<file path="src/vcr_pkg.sv">
package vcr_pkg;

  // ------------------------------------------------------------------
  // Bus geometry
  // ------------------------------------------------------------------
  localparam int ADDR_W = 12;
  localparam int DATA_W = 32;
  localparam logic [11:0] CAP_OFS = 12'h150;
  localparam logic [11:0] CTRL_OFS = 12'h154;
  localparam logic [11:0] STAT_OFS = 12'h158;
  localparam logic [11:0] TBL_OFS = 12'h180;
  localparam int TBL_SEL_LSB = 5;
  localparam int WORD_LSB = 2;
  localparam int TBL_IDX_W = 3;

  // ------------------------------------------------------------------
  // Arbitration table shape
  // ------------------------------------------------------------------
  localparam int ENTRIES = 128;
  localparam int ENTRY_W = 2;
  localparam int PHASE_W = 7;

  // ------------------------------------------------------------------
  // Capability fields
  // ------------------------------------------------------------------
  localparam int PAC_LSB = 0;
  localparam logic [7:0] PAC_RST = 8'h09;
  localparam int AS_BIT = 14;
  localparam int RSNP_BIT = 15;
  localparam int SLOTS_LSB = 16;
  localparam logic [6:0] SLOTS_RST = 7'h7F;
  localparam int TOFS_LSB = 24;
  localparam logic [7:0] TOFS_RST = 8'h04;

  // ------------------------------------------------------------------
  // Control and status fields
  // ------------------------------------------------------------------
  localparam int MAP_LSB = 0;
  localparam logic [7:0] MAP_RST = 8'hFF;
  localparam int LOAD_BIT = 16;
  localparam int SEL_LSB = 17;
  localparam logic [2:0] SEL_DEF = 3'h0;
  localparam logic [2:0] SEL_ALT = 3'h3;
  localparam int ID_LSB = 24;
  localparam logic [2:0] ID_VAL = 3'h0;
  localparam int EN_BIT = 31;
  localparam logic EN_RST = 1'b1;
  localparam int TSTAT_BIT = 16;
  localparam int PEND_BIT = 17;

  typedef enum logic [0:0] {
    LD_IDLE = 1'b0,
    LD_COPY = 1'b1
  } vcr_ld_state_type;

endpackage

</file>
<file path="src/vcr_regs.sv">
// Design decision made here: the strobed register port.
`timescale 1ns/1ps
// How it works
// - Capability bits 7:0 read fixed 09h: round robin and weighted, 128 phases.
// - Capability bit 14 reads zero; no switch-fabric-only restriction.
// - Capability bit 15, snoop rejection, reads zero.
// - Capability bits 22:16 give time slots minus one; reset 7Fh, sideband may override.
// - Capability bits 31:24 give table offset in 16-byte units, value 04h.
// - Control bits 7:0 map traffic classes; reset FFh, sideband may override.
// - Writing one to control bit 16 loads the table; it reads zero.
// - Scheme select bits 19:17 keep 000b or 011b; other values become 000b.
// - Control bits 26:24 read a fixed channel identifier 000b.
// - Control bit 31 enables the channel; it resets to one.
// - Any software write of a table entry sets status bit 16.
// - Status bit 16 clears when the table load finishes.
// - Status bit 17 shows negotiation pending; resets to zero.
// - The table holds 128 two-bit port numbers, one per phase.
module vcr_regs
  import vcr_pkg::*;
#(
  parameter int N = ENTRIES,
  parameter int EW = ENTRY_W
)
(
  input wire logic ref_clk,
  input wire logic rst_n,
  input wire logic ce,
  input wire logic [ADDR_W-1:0] reg_addr,
  input wire logic [DATA_W-1:0] reg_wdata,
  input wire logic reg_wr,
  input wire logic reg_rd,
  output logic [DATA_W-1:0] reg_rdata,
  input wire logic mgmt_wr,
  input wire logic [6:0] mgmt_time_slots,
  input wire logic [7:0] mgmt_traffic_class_channel_map,
  input wire logic negotiating,
  input wire logic [PHASE_W-1:0] arb_phase,
  output logic [1:0] arb_port,
  output logic [7:0] traffic_class_channel_map,
  output logic [2:0] arb_scheme,
  output logic channel_enable,
  output logic table_loading
);

  localparam int TBL_BITS = N * EW;

  // ------------------------------------------------------------------
  // State
  // ------------------------------------------------------------------
  typedef struct packed {
    logic [7:0] map;
    logic [2:0] scheme;
    logic enable;
    logic [6:0] slots;
    logic tbl_status;
    logic pending;
    logic [DATA_W-1:0] rdata;
    logic [TBL_BITS-1:0] stored;
    logic [TBL_BITS-1:0] active;
    logic [EW-1:0] port;
    logic loading;
  } vcr_state_type;

  vcr_state_type s_r;
  vcr_state_type s_nxt;

  logic hit_cap;
  logic hit_ctrl;
  logic hit_stat;
  logic hit_tbl;
  logic [TBL_IDX_W-1:0] word_idx;
  logic tbl_wr;
  logic load_req;
  logic ld_busy;
  logic [PHASE_W-1:0] ld_idx;
  logic ld_done;
  logic [DATA_W-1:0] cap_word;
  logic [DATA_W-1:0] ctrl_word;
  logic [DATA_W-1:0] stat_word;
  logic [2:0] sel_in;

  // ------------------------------------------------------------------
  // Address decode
  // ------------------------------------------------------------------
  assign hit_cap = (reg_addr == CAP_OFS);
  assign hit_ctrl = (reg_addr == CTRL_OFS);
  assign hit_stat = (reg_addr == STAT_OFS);
  assign hit_tbl = (reg_addr[ADDR_W-1:TBL_SEL_LSB] == TBL_OFS[ADDR_W-1:TBL_SEL_LSB]) &&
                   (reg_addr[WORD_LSB-1:0] == 2'h0);
  assign word_idx = reg_addr[WORD_LSB +: TBL_IDX_W];
  assign tbl_wr = reg_wr && hit_tbl;
  assign load_req = reg_wr && hit_ctrl && reg_wdata[LOAD_BIT];
  assign sel_in = reg_wdata[SEL_LSB +: 3];

  // ------------------------------------------------------------------
  // Read views
  // ------------------------------------------------------------------
  // Reserved bits zero
  always_comb
  begin
    cap_word = '0;
    cap_word[PAC_LSB +: 8] = PAC_RST;
    cap_word[AS_BIT] = 1'b0;
    cap_word[RSNP_BIT] = 1'b0;
    cap_word[SLOTS_LSB +: 7] = s_r.slots;
    cap_word[TOFS_LSB +: 8] = TOFS_RST;
  end

  always_comb
  begin
    ctrl_word = '0;
    ctrl_word[MAP_LSB +: 8] = s_r.map;
    ctrl_word[LOAD_BIT] = 1'b0;
    ctrl_word[SEL_LSB +: 3] = s_r.scheme;
    ctrl_word[ID_LSB +: 3] = ID_VAL;
    ctrl_word[EN_BIT] = s_r.enable;
  end

  always_comb
  begin
    stat_word = '0;
    stat_word[TSTAT_BIT] = s_r.tbl_status;
    stat_word[PEND_BIT] = s_r.pending;
  end

  // ------------------------------------------------------------------
  // Table loader
  // ------------------------------------------------------------------
  // The copy runs one entry per cycle, so during a load the arbiter sees
  // a partly updated table word; the price is 128 cycles per load.
  vcr_table_load #(
    .N(N),
    .IW(PHASE_W)
  ) u_load (
    .ref_clk(ref_clk),
    .rst_n(rst_n),
    .ce(ce),
    .start(load_req),
    .busy(ld_busy),
    .idx(ld_idx),
    .done(ld_done)
  );

  // ------------------------------------------------------------------
  // Next state
  // ------------------------------------------------------------------
  always_comb
  begin
    s_nxt = s_r;
    s_nxt.rdata = '0;
    s_nxt.loading = ld_busy;
    if (reg_wr && hit_ctrl)
    begin
      s_nxt.map = reg_wdata[MAP_LSB +: 8];
      if (sel_in == SEL_ALT)
      begin
        s_nxt.scheme = SEL_ALT;
      end
      else
      begin
        s_nxt.scheme = SEL_DEF;
      end
      s_nxt.enable = reg_wdata[EN_BIT];
    end
    // Sideband loads come after software so the strap image wins a tie.
    if (mgmt_wr)
    begin
      s_nxt.slots = mgmt_time_slots;
      s_nxt.map = mgmt_traffic_class_channel_map;
    end
    if (tbl_wr)
    begin
      s_nxt.stored[word_idx*DATA_W +: DATA_W] = reg_wdata;
    end
    if (ld_busy)
    begin
      s_nxt.active[ld_idx*EW +: EW] = s_r.stored[ld_idx*EW +: EW];
    end
    if (ld_done)
    begin
      s_nxt.tbl_status = 1'b0;
    end
    if (tbl_wr)
    begin
      s_nxt.tbl_status = 1'b1;
    end
    s_nxt.pending = negotiating;
    s_nxt.port = s_r.active[arb_phase*EW +: EW];
    if (reg_rd)
    begin
      if (hit_cap)
      begin
        s_nxt.rdata = cap_word;
      end
      else if (hit_ctrl)
      begin
        s_nxt.rdata = ctrl_word;
      end
      else if (hit_stat)
      begin
        s_nxt.rdata = stat_word;
      end
      else if (hit_tbl)
      begin
        s_nxt.rdata = s_r.stored[word_idx*DATA_W +: DATA_W];
      end
    end
  end

  // ------------------------------------------------------------------
  // Registers
  // ------------------------------------------------------------------
  always_ff @(posedge ref_clk or negedge rst_n)
  begin
    if (!rst_n)
    begin
      s_r.map <= MAP_RST;
      s_r.scheme <= SEL_DEF;
      s_r.enable <= EN_RST;
      s_r.slots <= SLOTS_RST;
      s_r.tbl_status <= 1'b0;
      s_r.pending <= 1'b0;
      s_r.rdata <= '0;
      s_r.stored <= '0;
      s_r.active <= '0;
      s_r.port <= '0;
      s_r.loading <= 1'b0;
    end
    else if (ce)
    begin
      s_r <= s_nxt;
    end
  end

  assign reg_rdata = s_r.rdata;
  assign arb_port = s_r.port;
  assign traffic_class_channel_map = s_r.map;
  assign arb_scheme = s_r.scheme;
  assign channel_enable = s_r.enable;
  assign table_loading = s_r.loading;

  // ------------------------------------------------------------------
  // Checks
  // ------------------------------------------------------------------
  cap_low_a: assert property (@(posedge ref_clk) disable iff (!rst_n)
    ce && reg_rd && hit_cap |=> reg_rdata[15:0] == 16'h0009)
    else $error("capability low half wrong");

  cap_offset_a: assert property (@(posedge ref_clk) disable iff (!rst_n)
    ce && reg_rd && hit_cap |=> reg_rdata[31:23] == 9'h008)
    else $error("table offset field wrong");

  load_zero_a: assert property (@(posedge ref_clk) disable iff (!rst_n)
    ce && reg_rd && hit_ctrl |=> reg_rdata[16] == 1'b0 && reg_rdata[30:20] == 11'h000)
    else $error("control trigger or reserved bits not zero");

  scheme_legal_a: assert property (@(posedge ref_clk) disable iff (!rst_n)
    ce && reg_wr && hit_ctrl && !mgmt_wr |=>
      arb_scheme == ($past(reg_wdata[19:17]) == 3'h3 ? 3'h3 : 3'h0))
    else $error("scheme select not filtered");

  enable_follow_a: assert property (@(posedge ref_clk) disable iff (!rst_n)
    ce && reg_wr && hit_ctrl |=> channel_enable == $past(reg_wdata[31]))
    else $error("channel enable not written");

  tbl_set_a: assert property (@(posedge ref_clk) disable iff (!rst_n)
    ce && tbl_wr |=> s_r.tbl_status)
    else $error("table write did not set status");

  tbl_clear_a: assert property (@(posedge ref_clk) disable iff (!rst_n)
    ce && ld_done && !tbl_wr |=> !s_r.tbl_status)
    else $error("load end did not clear status");

  pend_track_a: assert property (@(posedge ref_clk) disable iff (!rst_n)
    ce |=> s_r.pending == $past(negotiating))
    else $error("pending flag does not track negotiation");

  stat_res_a: assert property (@(posedge ref_clk) disable iff (!rst_n)
    ce && reg_rd && hit_stat |=> reg_rdata[15:0] == 16'h0000 && reg_rdata[31:18] == 14'h0000)
    else $error("status reserved bits not zero");

  load_span_a: assert property (@(posedge ref_clk) disable iff (!rst_n)
    ce && load_req ##1 ce [*8] |-> ld_busy)
    else $error("table copy ended too early");

  fabric_bit_a: assert property (@(posedge ref_clk) disable iff (!rst_n)
    ce && reg_rd && hit_cap |=> reg_rdata[14] == 1'b0)
    else $error("fabric-only flag not zero");

  snoop_bit_a: assert property (@(posedge ref_clk) disable iff (!rst_n)
    ce && reg_rd && hit_cap |=> reg_rdata[15] == 1'b0)
    else $error("snoop rejection flag not zero");

  slots_load_a: assert property (@(posedge ref_clk) disable iff (!rst_n)
    ce && mgmt_wr |=> s_r.slots == $past(mgmt_time_slots))
    else $error("sideband slot count not taken");

  map_write_a: assert property (@(posedge ref_clk) disable iff (!rst_n)
    ce && reg_wr && hit_ctrl && !mgmt_wr |=> traffic_class_channel_map == $past(reg_wdata[7:0]))
    else $error("traffic class map not written");

  map_mgmt_a: assert property (@(posedge ref_clk) disable iff (!rst_n)
    ce && mgmt_wr |=> traffic_class_channel_map == $past(mgmt_traffic_class_channel_map))
    else $error("sideband traffic class map not taken");

  load_start_a: assert property (@(posedge ref_clk) disable iff (!rst_n)
    ce && load_req |=> ld_busy && ld_idx == '0)
    else $error("table copy did not start at entry zero");

  chan_id_a: assert property (@(posedge ref_clk) disable iff (!rst_n)
    ce && reg_rd && hit_ctrl |=> reg_rdata[26:24] == 3'h0)
    else $error("channel identifier not fixed");

  ro_write_a: assert property (@(posedge ref_clk) disable iff (!rst_n)
    ce && reg_wr && hit_cap && !mgmt_wr |=> $stable(s_r.slots))
    else $error("read-only slot count changed by write");

  unmapped_zero_a: assert property (@(posedge ref_clk) disable iff (!rst_n)
    ce && reg_rd && !hit_cap && !hit_ctrl && !hit_stat && !hit_tbl |=> reg_rdata == '0)
    else $error("unmapped read not zero");

endmodule

</file>
<file path="src/vcr_table_load.sv">
`timescale 1ns/1ps
module vcr_table_load
  import vcr_pkg::*;
#(
  parameter int N = ENTRIES,
  parameter int IW = PHASE_W
)
(
  input wire logic ref_clk,
  input wire logic rst_n,
  input wire logic ce,
  input wire logic start,
  output logic busy,
  output logic [IW-1:0] idx,
  output logic done
);

  typedef struct packed {
    vcr_ld_state_type st;
    logic [IW-1:0] idx;
    logic done;
  } vcr_ld_type;

  vcr_ld_type s_r;
  vcr_ld_type s_nxt;

  localparam logic [IW-1:0] LAST = IW'(N - 1);

  // A start while copying restarts from entry zero, so the newest
  // table contents always end up in the arbiter.
  always_comb
  begin
    s_nxt = s_r;
    s_nxt.done = 1'b0;
    if (start)
    begin
      s_nxt.st = LD_COPY;
      s_nxt.idx = '0;
    end
    else
    begin
      unique case (s_r.st)
        LD_IDLE:
        begin
          s_nxt.idx = '0;
        end
        LD_COPY:
        begin
          if (s_r.idx == LAST)
          begin
            s_nxt.st = LD_IDLE;
            s_nxt.idx = '0;
            s_nxt.done = 1'b1;
          end
          else
          begin
            s_nxt.idx = IW'(s_r.idx + 1'b1);
          end
        end
      endcase
    end
  end

  always_ff @(posedge ref_clk or negedge rst_n)
  begin
    if (!rst_n)
    begin
      s_r <= '{st: LD_IDLE, idx: '0, done: 1'b0};
    end
    else if (ce)
    begin
      s_r <= s_nxt;
    end
  end

  assign busy = (s_r.st == LD_COPY);
  assign idx = s_r.idx;
  assign done = s_r.done;

endmodule
</file>
<file path="config.mk">
export PLATFORM = sky130hd
export DESIGN_NAME = vcr_regs
export DESIGN_NICKNAME = d
export VERILOG_FILES = /design/src/vcr_pkg.sv /design/src/vcr_regs.sv /design/src/vcr_table_load.sv
export SDC_FILE = /design/constraint.sdc
export NUM_CORES = 1
export LEC_CHECK = 0
export ABC_AREA = 1
export BUFFER_PORTS_ARGS = -buffer_cell sky130_fd_sc_hd__buf_2
export CELL_PAD_IN_SITES_DETAIL_PLACEMENT = 2
export CELL_PAD_IN_SITES_GLOBAL_PLACEMENT = 2
export CORE_ASPECT_RATIO = 0.75
export CORE_MARGIN = 2
export CORE_UTILIZATION = 37
export CTS_CLUSTER_DIAMETER = 150
export DETAILED_ROUTE_END_ITERATION = 8
export PLACE_DENSITY_LB_ADDON = 0.3
export SLEW_MARGIN = 20
export SYNTH_ARGS = -nofsm -noshare
export SYNTH_HDL_FRONTEND = slang
export SYNTH_HIERARCHICAL = 1
export SYNTH_SLANG_ARGS = --single-unit
</file>
<file path="constraint.sdc">
create_clock -name ref_clk -period 3.7 [get_ports ref_clk]
set_input_delay 0.185 -clock ref_clk [delete_from_list [all_inputs] [get_ports ref_clk]]
set_output_delay 0.185 -clock ref_clk [all_outputs]
set_load 0.03 [all_outputs]
</file>
# Word level (Yosys, flattened, before mapping)
# Index checks and enable logic that the tools add are counted.
totals:
  reg_bits: 577
  input_bits: 73
  output_inout_bits: 47
  wordCells: 64
op_classes:
  addsub: 3
  eq_ne: 6
  shift: 7
  muxes: 20
  n_bitwise: 1
  reduce_logical: 13
ops:
  columns: ["op", "n"]
  rows:
  - ["bitwise mux 256 bit", 2]
  - ["variable part select 256 x 9 -> 2 bit", 2]
  - ["variable shift 2 x 34 -> 256 bit (first input constant)", 1]
  - ["variable shift 32 x 34 -> 256 bit (first input constant)", 1]
  - ["variable part select 2 x 34 -> 256 bit", 1]
  - ["variable part select 256 x 9 -> 32 bit", 1]
  - ["variable part select 32 x 34 -> 256 bit", 1]
  - ["two-way mux 32 bit", 5]
  - ["negator 8 -> 34 bit", 2]
  - ["== test 12 x 9 -> 1 bit (second input constant)", 3]
  - ["two-way mux 8 bit", 2]
  - ["case mux 7 bit (2 select lines)", 1]
  - ["two-way mux 12 bit", 1]
  - ["AND reduction 2 bit", 6]
  - ["adder 7 x 1 -> 7 bit (second input constant)", 1]
  - ["== test 7 x 4 -> 1 bit (second input constant)", 1]
  - ["== test 7 bit (second input constant)", 1]
  - ["two-way mux 1 bit", 7]
  - ["two-way mux 7 bit", 1]
  - ["logical AND 1 bit", 4]
  - ["nonzero test 2 bit", 2]
  - ["== test 3 x 2 -> 1 bit (second input constant)", 1]
  - ["logical NOT 2 bit", 1]
  - ["two-way mux 2 bit", 1]
  - ["inverter 1 bit", 1]

# Longest topological paths before layout
# Gate-level depths: netlist of the first run.
depth:
  ltp_word: 7
  mapped_depth: 20
  mapped_depth_nobuf: 17

# Cells and area by module
# Netlist of the first run, hierarchy kept.
by_module_without_submodules:
  columns: ["module", "n_inst", "cells_each", "area_per_inst_um2", "seq_area_each_um2"]
  rows:
  - ["vcr_regs", 1, 4023, 30559.3, 14183.6]
  - ["vcr_table_load", 1, 62, 511.7, 225.2]

# Least setup slack after synthesis of the first run
# OpenSTA, ideal clock, no wires.
synth_timing:
  path_type: "reg-to-reg"
  from: "register u_load.s_r (netlist bit u_load/idx[0])"
  to: "register s_r[147] in the netlist's numbering"
  setup_time_ns: 0.119
  arrival_ns: 2.776
  required_time_ns: 3.581
  setup_slack_ns: 0.805
  path_stages_with_launch: 21
  n_path_buf: 3
  synth_period_minus_slack_ns: 2.895
  path_cell_list: "dfrtp_1 > buf_6 > clkinv_4 > buf_8 > buf_12 > ha_1 > nand2_1 > nor2_2 > nand3_1 > inv_1 > ha_1 > nor3_2 > nand2_1 > nor3_2 > nand3_1 > inv_1 > nand2_1 > nor2_1 > clkinv_1 > nand2_1 > nand2_1"
synth_via:
  elab_chain_cells: 3
  word_cells_on_any_way: 5
  classes_between: "1 x add/sub; 3 x shift; 1 x mux"
synth_rtl:
  columns: ["element", "line", "source"]
  rows:
  - ["from (decl)", "vcr_table_load.sv:24", "vcr_ld_type s_r;"]
  - ["from (signal assigned)", "vcr_table_load.sv:68", "s_r <= '{st: LD_IDLE, idx: '0, done: 1'b0};"]
  - ["from (signal assigned)", "vcr_table_load.sv:72", "s_r <= s_nxt;"]
  - ["variable part select 256 x 9 -> 2 bit or negator 8 -> 34 bit (tied branches)", "vcr_regs.sv:177", "s_nxt.active[ld_idx*EW +: EW] = s_r.stored[ld_idx*EW +: EW];"]
  - ["variable part select 2 x 34 -> 256 bit or variable shift 2 x 34 -> 256 bit (tied branches)", "vcr_regs.sv:177", null]
  - ["bitwise mux 256 bit (*)", "vcr_regs.sv:177", null]
  - ["to (signal assigned)", "vcr_regs.sv:231", "s_r <= s_nxt;"]
  - ["to (decl)", "vcr_regs.sv:64", "vcr_state_type s_r;"]
# Mark *: on every way between the ends. The rest lies on a longest branch, timed or not.
# A chain may end at the register's enable or synchronous reset.

# Worst setup path after layout of the first run
layout_timing:
  from: "register u_load.s_r (netlist bit u_load/idx[0])"
  to: "register s_r[204] in the netlist's numbering"
# Same word-level chain as after synthesis.

==> results of run 1 <==
metal layers:
layer  track usage, %  vias to the layer above  share of wire [%]
met5                0                        -              0.019
met4             7.05                        4                1.7
met3             5.41                      180                7.3
met2             46.8                     1079                 43
met1             48.1                    16363                 48
li1                 -                    13717                  -
critical path: cells and delay by family, from the launching register on:
| kind | cells | cell delay (ns) |
|---|---|---|
| buffers and inverters | 3 | 0.86 |
| AOI/OAI and AO/OA | 1 | 0.18 |
| and+or+nand+nor | 13 | 1.71 |
| DFF | 1 | 0.51 |
synth_stat cells, drive strengths merged (14+ instances only):
library cell | number | share of area (%)
nand2 | 1289 | 16
o21ai | 644 | 10
dfrtp | 559 | 45
nor2 | 345 | 5.1
nand3 | 315 | 5.2
clkbuf | 178 | 2.2
inv | 177 | 2.1
nand4 | 143 | 3.3
buf | 133 | 2.7
o22ai | 81 | 1.6
a21oi | 52 | 0.87
o31ai | 22 | 0.53
o221ai | 20 | 0.56
dfstp | 16 | 1.4
clkinv | 14 | 0.19
nor3 | 14 | 0.31
through the flow:
step	power, mW	utilization [%]
2_1_floorplan	6.95	-
3_3_place_gp	7.46	39.3
3_5_place_dp	7.48	39.3
4_1_cts	14.6	42.6
5_1_grt	14.9	42.6
6_report	14.5	42.6
flip-flops by register name, summed over array words and instances (netlist names), 2 cells and up:
register / cells
s_r: 514
cap_word: 7
arb_port: 2
traffic_class_channel_map: 8
reg_rdata: 32
u_load/idx: 7
report_power, final:
group	switching, mW	leakage [nW]	internal, mW
clock network	2.88	1.13	4.23
registers	0.0209	7.96	6.33
logic	0.798	6.94	0.272
final cells by class:
type	count	area (um^2)	share of cell area [%]
multi-input cells	3008	14500	40.7
flip-flops and latches	575	14400	40.5
repair buffers	277	2250	6.32
clock buffers	103	2090	5.88
well taps	1128	1410	3.97
inverters	191	727	2.04
clock inverters	15	200	0.563
diodes	1	2.50	0.00704
path summary, 6_finish.rpt:
check | start | end | cells past startpoint
max | u_load/idx[0]$_DFFE_PN0P_ | s_r[204]$_DFFE_PN0P_ | 17
min | reg_wdata[7] | s_r[266]$_DFFE_PN0P_ | 3
max reg2reg | u_load/idx[0]$_DFFE_PN0P_ | s_r[204]$_DFFE_PN0P_ | 17
min reg2reg | s_r[190]$_DFFE_PN0P_ | s_r[190]$_DFFE_PN0P_ | 2
min in group asynchronous | rst_n | s_r[288]$_DFFE_PN0P_ | 2
max in group asynchronous | rst_n | cap_word[22]$_DFFE_PN1P_ | 3
logic make-up after synthesis:
| family | after synthesis | share of synthesized area [%] |
|---|---|---|
| multiplexers | 7 | 0.250 |
| XOR/XNOR | 4 | 0.161 |
| AND/OR/NAND/NOR | 2115 | 30.2 |
| adder cells (fa/ha/maj) | 7 | 0.282 |
| buffers and inverters | 502 | 7.18 |
| other | 1 | 0.0121 |
| AO/OA/AOI/OAI | 874 | 15.5 |
| flip-flops | 575 | 46.4 |
==> results.yml, run 1 <==
final_layout:
  stdcell_count: 5298
  final_common_cell: "nand2_1"
  syn2layout_area_growth_pct: 14.5
  final_area_um2: 35600
  finalNetCount: 4200
  filler_cell_count: 9608
  drive_gt1_share_pct: 11.6
  final_cell_mix: "nand2_1, dfrtp_1, o21ai_0"
critical_path:
  r2r_slack_ns: 0.25
  crit_slowest_cell: "dfrtp_4"
  max_stage_delay_ns: 0.51
  worstSetupStartpointType: "flop"
  cp.arrival_ns: 3.99
  cp_max_fo: 101
  cpMostUsedCell: "nand2_1"
  criticalPathCategory: "reg2reg"
  endpoint_kind: "flop"
  critical_path.cell_chain: "clkinv_4 > buf_12 > buf_4 > nand2_1 > nand3_1 > nand3_1 > nand3_1 > nand2_1 > nand2_1 > nand3_1 > nand2_1 > nand2_1 > nand2_4 > nand4_4 > nor2_8 > nand2_4 > o21ai_1"
  required_ns: 4.24
clock_tree:
  cts_buffer_depth: 3
  cts_resized: 0
  cts_num_sinks: 575
  cts_setup_buffers: 0
  cts_tree: "done"
  hold_buffers: 39
  cts_root_buffer: "clkbuf_16"
  cts_max_level: 3
  cts_made_buffers: 67
  clk_latency_ns: 0.64
  clk_pin_slew_ns: 0.06
logic_synthesis:
  syn_area_per_cell_um2: 7.61
  async_flop_share_pct: 100
  synth_seq_cells: 575
  mappedNetlistArea_um2: 31100
  yosys_warnings: 6
  synth_cells: 4085
  synth_ff_type: "dfrtp_1"
  synth_edf_count: 0
  ys_seq_area_share_pct: 46.4
  syn_nets: 4165
  ys_types: 60
placement:
  post-place-ws_ns: 0.346
  io_buffers: 118
  dp_cells: 5140
  dp_hpwl_um: 90000
  placed_area_um2: 32900
  gp_congestion: 0.881
floorplan:
  rows: 92
  dieWidth_um: 339
  initial_core_util_pct: 37.2
  die_height_um: 255
  core_um2: 83600
  die_area_um2: 86300
  pin_count: 120
grt:
  grt_max_degree: 140
  grt_pass1_wl_um: 211000
  gr-total-overflow: 0
  antenna_found_initial: 6
  grt_pass1_vias: 32734
  grt_util_all_layers_pct: 31.7
timing:
  fmax_mhz: 290
  rsz0062_at_grt: "no"
  tightest_slew_ns: 1.01
  setup_violations: 0
  finalCritPeriodShare_pct: 93.3
  period_needed_ns: 3.45
  maxSlewViolCount: 0
  finalHoldViolCount: 0
  fin_tns_setup_ns: 0
  whs_ns: 0.0207
  setup_ws_ns: 0.248
  relSlewSlack_pct: 32.0
  fin_worst_skew_ns: 0.0212
drt:
  vias: 31343
  drc: 0
  routedWlPerCell_um: 25.9
  drt-initial-drc-count: 2728
  viasPerCell: 5.92
  drtPass1Iterations: 5
  drt-total-wl_um: 137000
  ant_nets: 0
worst_hold_path:
  hold_class: "in2reg"
run_status:
  status: "finished, final reports clean"
power:
  power_density_nw_per_um2: 409
  ir_drop_uv: 324
  p_leak_nw: 16.0
run:
  drv_cap: 0
No activity file was read; power rests on OpenSTA's default activity.
==> inputs of run 2 (changes only) <==
- CORE_UTILIZATION: 37 -> 38
- CTS_BUF_LIST: unset -> sky130_fd_sc_hd__clkbuf_2 sky130_fd_sc_hd__clkbuf_4 sky130_fd_sc_hd__clkbuf_8
==> run 2 against run 1 <==
First-iteration DRC count is 10% higher. Die area is 2.6% lower. Wire length is 2.9% higher. Sequential power hardly changed. Count of clock-buffer cells in the layout is 60 higher. Global-route usage is 1.7 points higher. Final cell count is 0.42% higher. Core utilization is 1.7 points higher. Cell area is 0.56% higher. Worst hold slack better by 0.029 ns. Critical path type unchanged.
==> results.yml, run 2 (synthesis gave the netlist of run 1 again) <==
run_status:
  status: "finished, final reports clean"
floorplan:
  die_area_um2: 84100
  pin_count: 120
  rows: 90
  initial_core_util_pct: 38.5
  die_height_um: 252
  core_um2: 80700
  dieWidth_um: 334
critical_path:
  required_ns: 4.31
  cp.arrival_ns: 4.18
  r2r_start: "u_load/idx[0]$_DFFE_PN0P_"
  r2r_slack_ns: 0.14
  criticalPathCategory: "reg2reg"
  path_buf_inv: 4
  crit_family: "simple AND/OR/NAND/NOR gates"
  endpoint_kind: "flop"
  crit_slowest_cell: "dfrtp_4"
  worstRegToRegCells: 14
  r2r_end: "s_r[203]$_DFFE_PN0P_"
  worstSetupStartpointType: "flop"
  cpMostUsedCell: "nand2_1"
  max_stage_delay_ns: 0.59
  cp_max_fo: 31
  critical_path.cell_chain: "clkinv_4 > ha_1 > nand2_1 > nor2_2 > nand3_1 > inv_1 > ha_1 > nor3_1 > nand2_1 > inv_1 > buf_4 > nand2_1 > nand2_1 > o21ai_1"
clock_tree:
  cts_tree: "done"
  cts_buffer_depth: 3
  clk_latency_ns: 0.76
  cts_made_buffers: 100
  clk_pin_slew_ns: 0.07
  cts_max_level: 3
  cts_num_sinks: 575
  cts_root_buffer: "clkbuf_8"
  cts_setup_buffers: 0
power:
  p_leak_nw: 16.2
  p_int_mw: 10.2
  power_frac_comb_pct: 7.9
  p_sw_share_pct: 27.2
  ir_drop_uv: 248
  seq_power_share_pct: 45.5
  power.switching_mw: 3.80
  clock_power_share_pct: 46.5
  power_density_nw_per_um2: 390
drt:
  viasPerCell: 5.99
  drt-initial-drc-count: 3011
  drc: 0
  drtPass1Iterations: 5
  ant_nets: 0
  vias: 31879
  routedWlPerCell_um: 26.5
  drt-total-wl_um: 141000
final_layout:
  filler_cell_count: 9150
  stdcell_count: 5320
  largest-register: "s_r"
  final_area_um2: 35800
  drive_gt1_share_pct: 13.3
  final_cell_mix: "nand2_1, dfrtp_1, o21ai_0"
  finish.utilization_pct: 44.3
  largest_reg_flops: 514
  syn2layout_area_growth_pct: 15.1
  final_common_cell: "nand2_1"
  finalNetCount: 4266
placement:
  dp_cells: 5075
  placed_area_um2: 32900
  io_buffers: 118
  gp_congestion: 0.872
  dp_hpwl_um: 90500
worst_hold_path:
  min-delay-start: "mgmt_wr"
  min_path_cells: 4
  hold_class: "in2reg"
  min_to: "traffic_class_channel_map[7]$_DFFE_PN1P_"
grt:
  gr-total-overflow: 0
  met2_usage_pct: 50.3
  antenna_found_initial: 11
  use_met3_pct: 5.67
  grt_pass1_wl_um: 217000
  grt_max_degree: 132
  grt_util_all_layers_pct: 33.3
  grt_pass1_vias: 34044
  grt.met1_usage_pct: 49.4
  grt.busiest_layer: "met2"
timing:
  finalHoldViolCount: 0
  tightest_slew_ns: 1.07
  fmax_mhz: 281
  relSlewSlack_pct: 29.0
  fin_tns_setup_ns: 0
  fin_worst_skew_ns: 0.0376
  maxSlewViolCount: 0
  finalCritPeriodShare_pct: 96.3
  setup_violations: 0
  period_needed_ns: 3.56
  rsz0062_at_grt: "no"
run:
  drv_cap: 0
## run 2: cell types whose count changed in the layout (fill, tap and decap cells not counted), moves of 4 or more
cell,change
clkbuf_1,-15
clkbuf_8,+122
dlygate4sd3_1,+28
clkbuf_16,-73
clkbuf_4,+26
buf_12,+7
clkinvlp_4,+4
nor2_2,+4
bufinv_16,-5
nor2_1,-4
## run 2: worst max path at each step
stage,slack [ns],cells after the start,to,start
after floorplan,0.80,20,s_r[147]$_DFFE_PN0P_,u_load/idx[0]$_DFFE_PN0P_
after global placement,0.48,19,s_r[155]$_DFFE_PN0P_,u_load/idx[0]$_DFFE_PN0P_
after detailed placement,0.29,18,s_r[178]$_DFFE_PN0P_,u_load/idx[0]$_DFFE_PN0P_
after CTS,0.19,17,s_r[141]$_DFFE_PN0P_,u_load/idx[0]$_DFFE_PN0P_
after global routing,0.008,19,s_r[44]$_DFFE_PN0P_,u_load/idx[0]$_DFFE_PN0P_
final,0.14,14,s_r[203]$_DFFE_PN0P_,u_load/idx[0]$_DFFE_PN0P_
## run 2: timing repair
action                                  CTS  global route
resized for setup                         0             4
endpoints found under the setup margin    0            12
hold buffers                             67             0
endpoints found under the hold margin   413             0
## run 2: per-stage QoR
step	total power, mW	hold WS [ns]	setup WS (ns)
after floorplan	6.95	-0.111	0.805
after global placement	7.46	0.260	0.480
after detailed placement	7.48	0.264	0.295
after CTS	14.0	0.000278	0.190
after global routing	14.4	0.0581	0.00787
final	14.0	0.0497	0.136
## run 2: worst register-to-register path, cell delays in order (launching register included)
cell and delay, ns:
dfrtp_4 0.59, clkinv_4 0.10, ha_1 0.29, nand2_1 0.12, nor2_2 0.22, nand3_1 0.17, inv_1 0.12, ha_1 0.26
nor3_1 0.29, nand2_1 0.10, inv_1 0.07, buf_4 0.47, nand2_1 0.35, nand2_1 0.17, o21ai_1 0.09
## run 2: layout make-up
cell class / instances / area [um^2] / share of cell area, %
Clock inverter: 13 / 78.8 / 0.220
Timing Repair Buffer: 310 / 2650 / 7.42
Clock buffer: 163 / 2080 / 5.82
Antenna cell: 2 / 5.00 / 0.0140
Sequential cell: 575 / 14400 / 40.3
Tap cell: 1058 / 1320 / 3.70
Multi-Input combinational cell: 3008 / 14500 / 40.5
Inverter: 191 / 727 / 2.03
## run 2: power by group through the flow
stage / logic (mW) / clock network [mW] / registers (mW)
detailed placement: 1.01 / 0 / 6.47
global route: 1.19 / 6.81 / 6.36
global placement: 0.992 / 0 / 6.47
finish: 1.11 / 6.50 / 6.36
floorplan: 0.486 / 0 / 6.46
CTS: 1.08 / 6.55 / 6.35
## run 2: routing by layer
layer / wire length, um / part of all wire (%)
met2: 61300 / 44
met4: 3070 / 2.2
met5: 40 / 0.028
met3: 10200 / 7.2
met1: 66400 / 47
